==> config.mk <==
export PLATFORM = sky130hd
export DESIGN_NAME = port_pair_gpio
export DESIGN_NICKNAME = d
export VERILOG_FILES = /design/src/hdl/gpio_pkg.sv /design/src/hdl/pin_sampler.sv /design/src/hdl/port_pair_gpio.sv
export SDC_FILE = /design/constraint.sdc
export NUM_CORES = 1
export LEC_CHECK = 0
export BUFFER_PORTS_ARGS = -buffer_cell sky130_fd_sc_hd__buf_2
export CORE_MARGIN = 2
export CORE_UTILIZATION = 40
export DETAILED_ROUTE_END_ITERATION = 6
export PLACE_DENSITY_LB_ADDON = 0.25
export SLEW_MARGIN = 40
export SYNTH_ARGS = -nofsm -noshare
export SYNTH_HDL_FRONTEND = slang
export SYNTH_SLANG_ARGS = --single-unit
==> constraint.sdc <==
create_clock -name ref_clk -period 1.5 [get_ports ref_clk]
set_input_delay 0.075 -clock ref_clk [delete_from_list [all_inputs] [get_ports ref_clk]]
set_output_delay 0.075 -clock ref_clk [all_outputs]
set_load 0.01 [all_outputs]
==> src/hdl/gpio_pkg.sv <==
// Purpose: Shared constants and types for the two-pin port pair.
// Assumes: Registers sit one per 32-bit word; byte address is index * 4.
// Notes: Port latches have no reset value; every other register is reset.
package gpio_pkg;

  // Pin count of each port
  localparam int PORT_W = 2;

  // Register indices, byte address is four times the index
  localparam logic [5:0] FIRST_LATCH_IDX = 6'h03;
  localparam logic [5:0] SECOND_LATCH_IDX = 6'h08;
  localparam logic [5:0] FIRST_DIR_IDX = 6'h07;
  localparam logic [5:0] SECOND_DIR_IDX = 6'h0C;
  localparam logic [5:0] OPTION_IDX = 6'h1F;

  // Field positions inside the option register
  localparam int OPT_SERIAL_ALT_BIT = 0;

  // Reset values of control registers
  localparam logic [1:0] DIR_RESET = 2'h0;
  localparam logic OPT_RESET = 1'h0;

  // Serial pin positions on the second port
  localparam int SERIAL_TX_BIT = 0;
  localparam int SERIAL_RX_BIT = 1;

  // Avalon-MM response codes
  localparam logic [1:0] RESP_OKAY = 2'h0;
  localparam logic [1:0] RESP_SLVERR = 2'h2;

  // Output level and output enable of a group of pins
  typedef struct packed {
    logic [1:0] dout;
    logic [1:0] oe;
  } pin_drive_t;

endpackage

==> src/hdl/pin_sampler.sv <==
// Purpose: Registers every input pin once on the bus clock.
// Assumes: Pin inputs are already synchronous to ref_clk.
// Notes: Sampled values feed reads and the shared peripherals.
`timescale 1ns/1ns
module pin_sampler #(
  parameter int W = 5
) (
  // Clock and reset
  input wire logic ref_clk,
  input wire logic rst_n,
  // Raw pin levels and their registered copy
  input wire logic [W-1:0] pins_in,
  output logic [W-1:0] sampled_r
);

  // Width must be usable
  initial begin
    if (W < 1) begin
      $error("pin_sampler: W must be at least 1");
    end
  end

  // One sampling flop per pin
  genvar i;
  generate
    for (i = 0; i < W; i++) begin : g_bit
      always_ff @(posedge ref_clk or negedge rst_n) begin
        if (!rst_n) begin
          sampled_r[i] <= 1'b0;
        end else begin
          sampled_r[i] <= pins_in[i];
        end
      end
    end
  endgenerate

endmodule

==> src/hdl/port_pair_gpio.sv <==
// Purpose: Two 2-pin bidirectional ports behind an Avalon-MM slave.
// Assumes: Timer and serial units hand over their pin needs as inputs.
// Notes: Every answer takes one wait cycle; outputs are all registered.
//
// Design decision made here: register access over Avalon-MM.
`timescale 1ns/1ns
module port_pair_gpio
  import gpio_pkg::*;
#(
  parameter int ADDR_W = 8
) (
  // Clock and reset
  input wire logic ref_clk,
  input wire logic rst_n,
  // Avalon-MM slave, byte addressed
  input wire logic [ADDR_W-1:0] address,
  input wire logic read,
  input wire logic write,
  input wire logic [31:0] writedata,
  input wire logic [3:0] byteenable,
  output logic [31:0] readdata,
  output logic [1:0] response,
  output logic waitrequest,
  // First port pins
  input wire logic [1:0] first_pin_in,
  output pin_drive_t first_pins,
  // Second port pins
  input wire logic [1:0] second_pin_in,
  output pin_drive_t second_pins,
  // Timer unit sharing the first port
  input wire pin_drive_t timer_drive,
  output logic [1:0] timer_capture,
  // Serial unit sharing the second port
  input wire logic serial_en,
  input wire logic serial_tx,
  output logic serial_rx,
  // Alternative serial pins on the first bank
  input wire logic alt_receive_pin,
  output logic alt_transmit_pin,
  output logic alt_transmit_oe
);

  // Address must hold the highest register index
  initial begin
    if (ADDR_W < 8 || ADDR_W > 16) begin
      $error("port_pair_gpio: ADDR_W must be 8 to 16");
    end
  end

  // Data latches, never reset
  logic [1:0] first_port_latch;
  logic [1:0] second_port_latch;
  // Direction registers, 1 means output
  logic [1:0] first_port_direction;
  logic [1:0] second_port_direction;
  // Option bit moving the serial pins
  logic serial_alt_r;
  // Registered pin levels of each group
  logic [1:0] first_samp;
  logic [1:0] second_samp;
  logic alt_rx_samp;
  // Bus handshake state and decode
  logic wait_r;
  logic req;
  logic [5:0] idx;
  logic hit;
  logic lo_we;
  // Registered outputs
  logic [31:0] readdata_r;
  logic [1:0] response_r;
  pin_drive_t first_pins_r;
  pin_drive_t second_pins_r;
  logic [1:0] timer_capture_r;
  logic serial_rx_r;
  logic alt_tx_r;
  logic alt_oe_r;
  // Serial unit owns pins in place or on alternates
  logic serial_home;
  logic serial_away;
  // Read values before registering
  logic [1:0] first_view;
  logic [1:0] second_view;
  logic [31:0] read_nxt;

  // Pin sampling stage, split straight into the three groups
  pin_sampler #(.W(5)) u_sampler (
    .ref_clk(ref_clk),
    .rst_n(rst_n),
    .pins_in({alt_receive_pin, second_pin_in, first_pin_in}),
    .sampled_r({alt_rx_samp, second_samp, first_samp})
  );

  // Request decode; only aligned words with a known index hit
  assign req = read | write;
  assign idx = address[7:2];
  assign lo_we = write & ~wait_r & byteenable[0] & hit;
  assign hit = (address[1:0] == 2'h0) &&
               (address[ADDR_W-1:2] == (ADDR_W-2)'(idx)) &&
               (idx inside {FIRST_LATCH_IDX, SECOND_LATCH_IDX,
                            FIRST_DIR_IDX, SECOND_DIR_IDX, OPTION_IDX});

  // Serial ownership of pins
  assign serial_home = serial_en & ~serial_alt_r;
  assign serial_away = serial_en & serial_alt_r;

  // Per-pin read view: latch where output, pin level where input
  assign first_view = (first_port_latch & first_port_direction) |
                      (first_samp & ~first_port_direction);
  assign second_view = (second_port_latch & second_port_direction) |
                       (second_samp & ~second_port_direction);

  // Read mux; unmapped words read as zero
  always_comb begin
    read_nxt = 32'h0000_0000;
    case (idx)
      FIRST_LATCH_IDX: read_nxt[1:0] = first_view;
      SECOND_LATCH_IDX: read_nxt[1:0] = second_view;
      FIRST_DIR_IDX: read_nxt[1:0] = first_port_direction;
      SECOND_DIR_IDX: read_nxt[1:0] = second_port_direction;
      OPTION_IDX: read_nxt[OPT_SERIAL_ALT_BIT] = serial_alt_r;
      default: read_nxt = 32'h0000_0000;
    endcase
  end

  // Waitrequest: high at rest, low for one cycle per request
  always_ff @(posedge ref_clk or negedge rst_n) begin
    if (!rst_n) begin
      wait_r <= 1'b1;
    end else begin
      wait_r <= ~(req & wait_r);
    end
  end

  // Read data and response, captured in the first request cycle
  always_ff @(posedge ref_clk or negedge rst_n) begin
    if (!rst_n) begin
      readdata_r <= 32'h0000_0000;
      response_r <= RESP_OKAY;
    end else if (req && wait_r) begin
      readdata_r <= (read && hit) ? read_nxt : 32'h0000_0000;
      response_r <= hit ? RESP_OKAY : RESP_SLVERR;
    end
  end

  // Data latches: no reset, written whatever the direction
  always_ff @(posedge ref_clk) begin
    if (lo_we && idx == FIRST_LATCH_IDX) begin
      first_port_latch <= writedata[1:0];
    end
    if (lo_we && idx == SECOND_LATCH_IDX) begin
      second_port_latch <= writedata[1:0];
    end
  end

  // Direction registers come up as inputs
  always_ff @(posedge ref_clk or negedge rst_n) begin
    if (!rst_n) begin
      first_port_direction <= DIR_RESET;
      second_port_direction <= DIR_RESET;
    end else begin
      if (lo_we && idx == FIRST_DIR_IDX) begin
        first_port_direction <= writedata[1:0];
      end
      if (lo_we && idx == SECOND_DIR_IDX) begin
        second_port_direction <= writedata[1:0];
      end
    end
  end

  // Option register selecting the serial pin placement
  always_ff @(posedge ref_clk or negedge rst_n) begin
    if (!rst_n) begin
      serial_alt_r <= OPT_RESET;
    end else if (lo_we && idx == OPTION_IDX) begin
      serial_alt_r <= writedata[OPT_SERIAL_ALT_BIT];
    end
  end

  // First port drivers; an enabled timer channel takes its pin
  always_ff @(posedge ref_clk or negedge rst_n) begin
    if (!rst_n) begin
      first_pins_r <= '0;
      timer_capture_r <= 2'h0;
    end else begin
      first_pins_r.oe <= first_port_direction | timer_drive.oe;
      first_pins_r.dout <= (timer_drive.dout & timer_drive.oe) |
                           (first_port_latch & ~timer_drive.oe);
      timer_capture_r <= first_samp;
    end
  end

  // Second port drivers; the serial unit takes both pins in place
  always_ff @(posedge ref_clk or negedge rst_n) begin
    if (!rst_n) begin
      second_pins_r <= '0;
    end else begin
      second_pins_r.oe <= second_port_direction;
      second_pins_r.dout <= second_port_latch;
      if (serial_home) begin
        second_pins_r.oe[SERIAL_TX_BIT] <= 1'b1;
        second_pins_r.dout[SERIAL_TX_BIT] <= serial_tx;
        second_pins_r.oe[SERIAL_RX_BIT] <= 1'b0;
      end
    end
  end

  // Serial receive source and alternative transmit pin
  always_ff @(posedge ref_clk or negedge rst_n) begin
    if (!rst_n) begin
      serial_rx_r <= 1'b1;
      alt_tx_r <= 1'b1;
      alt_oe_r <= 1'b0;
    end else begin
      if (serial_away) begin
        serial_rx_r <= alt_rx_samp;
      end else if (serial_home) begin
        serial_rx_r <= second_samp[SERIAL_RX_BIT];
      end else begin
        serial_rx_r <= 1'b1;
      end
      alt_tx_r <= serial_away ? serial_tx : 1'b1;
      alt_oe_r <= serial_away;
    end
  end

  // Outputs straight from flops
  assign readdata = readdata_r;
  assign response = response_r;
  assign waitrequest = wait_r;
  assign first_pins = first_pins_r;
  assign second_pins = second_pins_r;
  assign timer_capture = timer_capture_r;
  assign serial_rx = serial_rx_r;
  assign alt_transmit_pin = alt_tx_r;
  assign alt_transmit_oe = alt_oe_r;

  // Marks the first cycle after reset release
  logic fresh_r;
  always_ff @(posedge ref_clk or negedge rst_n) begin
    if (!rst_n) begin
      fresh_r <= 1'b1;
    end else begin
      fresh_r <= 1'b0;
    end
  end
endmodule

==> results.json <==
{
  "synth_adder_area_share_pct": 0,
  "drc": 0,
  "grt-ovfl-total": 0,
  "r2r_end": "first_port_direction[0]",
  "critPathLaunchType": "flop",
  "min-delay-start": "read",
  "fin_ws_ns": 0.0646,
  "synth_most_common_cell": "buf_4",
  "path_cells": "and4b_1, and3_2, mux2_2",
  "max_slew.worst_pin.slew_ns": 0.583,
  "vias_per_cell": 4.30,
  "syn-instance-count": 119,
  "max_freq_ghz": 0.697,
  "yosysSeqAreaShare_pct": 55.3,
  "criticalPathCategory": "reg2reg",
  "area_delta_synth_final_pct": 29.3,
  "synth_top_family_by_area": "buffers and inverters",
  "htree_levels": 2,
  "cpMaxStageDelayCell": "dfstp_2",
  "pre_cts_ws_ns": 0.0144,
  "cp.arrival_ns": 1.64,
  "place_congestion": 0.773,
  "power_density_mw_per_mm2": 874,
  "cts_setup_buffers": 0,
  "first_pass_iters": 4,
  "antenna_cells": 0,
  "cts.sinks": 31,
  "yosysUniqueCellTypes": 31,
  "cp_data_required_time_ns": 1.71,
  "synth_edf_count": 4,
  "r2r-start": "waitrequest",
  "yosys_most_used_dff": "dfrtp_1",
  "first_global_vias": 960,
  "synth-xor-area-share_pct": 0,
  "synth_common_cells": "buf_4 (31), dfrtp_1 (24), o21ai_0 (9)",
  "synth.mux.area_fraction_pct": 7.44,
  "cap_violations": 0,
  "drtIter0Drc": 24,
  "row_count": 21,
  "p_leak_nw": 0.912,
  "fin_tns_setup_ns": 0,
  "crit_fanout": 5,
  "core_mm2": 0.00342,
  "async_reset_ff_share_pct": 87.1,
  "placed_area_mm2": 0.00164,
  "io_pins": 107,
  "grt_pass1_wl_mm": 4.29,
  "layout-drive-gt1-share_pct": 38.6,
  "min_period_ns": 1.44,
  "grt_usage_pct": 13.9,
  "total_power_mw": 1.63,
  "grt_max_degree": 28,
  "cts_made_buffers": 5,
  "critPathLaunch": "waitrequest",
  "cts.clk_slew.worst_paths_ns": 0.09,
  "clock_path_buffers": 2,
  "worst_hold_path_type": "in2reg",
  "slowest_delay_ns": 0.56,
  "clockRootBuffer": "clkbuf_4",
  "slew_headroom_pct": 61.1,
  "holdPathEnd": "readdata[1]",
  "synthesis.area_mm2": 0.00145,
  "rsz0062_at_grt": "no",
  "reg2reg_slack_ns": 0.06,
  "start_util_pct": 42.3,
  "yosys.area.top_type_share_pct": 41.5,
  "wl_per_cell_um": 10.8,
  "post-route-period-util_pct": 95.7,
  "via_count": 1011,
  "antenna_found_initial": 0,
  "path_buf_inv": 0,
  "synth-compound-area-share_pct": 6.92,
  "die-area_mm2": 0.00411,
  "ys_seq_elements": 31,
  "tritoncts": "done",
  "ys_top_cells_by_area": "dfrtp_1 (42%), buf_4 (16%), edfxtp_1 (8.3%)",
  "io_buffers": 42,
  "crit_family": "flip-flops",
  "setup_viol": 0,
  "avgSynthCellArea_um2": 12.2,
  "hold_depth": 3,
  "ir_worst_vdd_mv": 0.314,
  "synth-simple-area-share_pct": 13.8,
  "die_x_um": 64.1,
  "hold_violations": 0,
  "dp_hpwl_mm": 1.88,
  "outcome": "complete, no violations",
  "wirelength_mm": 2.55,
  "r2r_cells": 3,
  "ant_nets": 0,
  "clock_latency_ns": 0.32,
  "skew_ns": 0.00811,
  "dieHeight_um": 64.1,
  "end_kind": "flop",
  "synth_warnings": 0,
  "design_area_mm2": 0.00187,
  "nNetsFinal": 247,
  "slew_violations": 0,
  "yosysTopAreaCell": "dfrtp_1"
}
-- sequential cells by signal (all words and copies together), names as in the netlist --
| name | flops |
|---|---|
| alt_transmit_pin | 1 |
| serial_rx | 1 |
| readdata | 2 |
| first_pins | 4 |
| waitrequest | 1 |
| second_port_direction | 2 |
| response | 1 |
| serial_alt_r | 1 |
| alt_transmit_oe | 1 |
| second_pins | 4 |
| first_port_latch | 2 |
| second_port_latch | 2 |
| timer_capture | 2 |
| first_port_direction | 2 |
| u_sampler.sampled_r | 5 |
-- how the worst max path moves through the flow --
stage / end / slack (ns) / cells past startpoint
after global placement: second_port_latch[1] / 0.02 / 4
after floorplan: first_port_direction[0] / 0.12 / 3
after global routing: first_port_direction[1] / 0.009 / 3
after CTS: first_port_direction[0] / 0.05 / 3
final: first_port_direction[0] / 0.06 / 3
after detailed placement: second_port_direction[1] / 0.01 / 5
-- through the flow --
| step | hold WS [ns] | std cells | utilization, % |
|---|---|---|---|
| 2_1_floorplan | -0.221 | 149 | - |
| 3_3_place_gp | 0.104 | 211 | 47.9 |
| 3_5_place_dp | 0.112 | 211 | 47.9 |
| 4_1_cts | 0.0467 | 235 | 54.6 |
| 5_1_grt | 0.0727 | 235 | 54.8 |
| 6_report | 0.0638 | 235 | 54.8 |
-- cell usage in the layout, fill, tap and decap left out, types with 3 or more instances in the layout --
master	n
dfrtp_1	24
nand2b_1	7
buf_4	6
edfxtp_1	4
a22oi_1	3
conb_1	31
nand2_1	5
buf_2	42
dlygate4sd3_1	16
o21ai_0	9
clkbuf_4	5
mux2_2	6
dfstp_2	3
-- final cells by class --
class / instances / area [um2]
repair buffers: 64 / 415
flip-flops and latches: 31 / 800
multi-input cells: 86 / 529
fillers: 328 / 1550
clock buffers: 8 / 68.8
well taps: 46 / 57.6
-- routing by layer --
metal	global-route usage, %	vias up	share of wire (%)
met5	0	-	0
met4	8.78	0	2.0
met3	3.17	5	9.0
met2	22.1	54	46
met1	17.0	464	43
li1	-	488	-
-- tightest hold or removal path: stages --
cell and delay [ns]:
buf_2 0.11, nand4_1 0.08, o21ai_0 0.08
-- repair_timing --
item / 4_1_cts / 5_1_grt
hold endpoints to repair: 40 / 0
endpoints found under the setup margin: 0 / 2
hold buffers: 16 / 0
gates resized for setup: 0 / 1
-- cell families after synthesis --
group           count (synthesis)
buf+inv                        32
compound gates                 17
simple gates                   29
flops                          31
mux                             9
other cells                     1
-- power by group --
group          internal (mW)  switching (mW)  total (mW)
Combinational         0.0954           0.116       0.211
Clock                  0.276           0.254       0.529
Sequential             0.882          0.0119       0.894
Power figures use the tool's default switching activity.
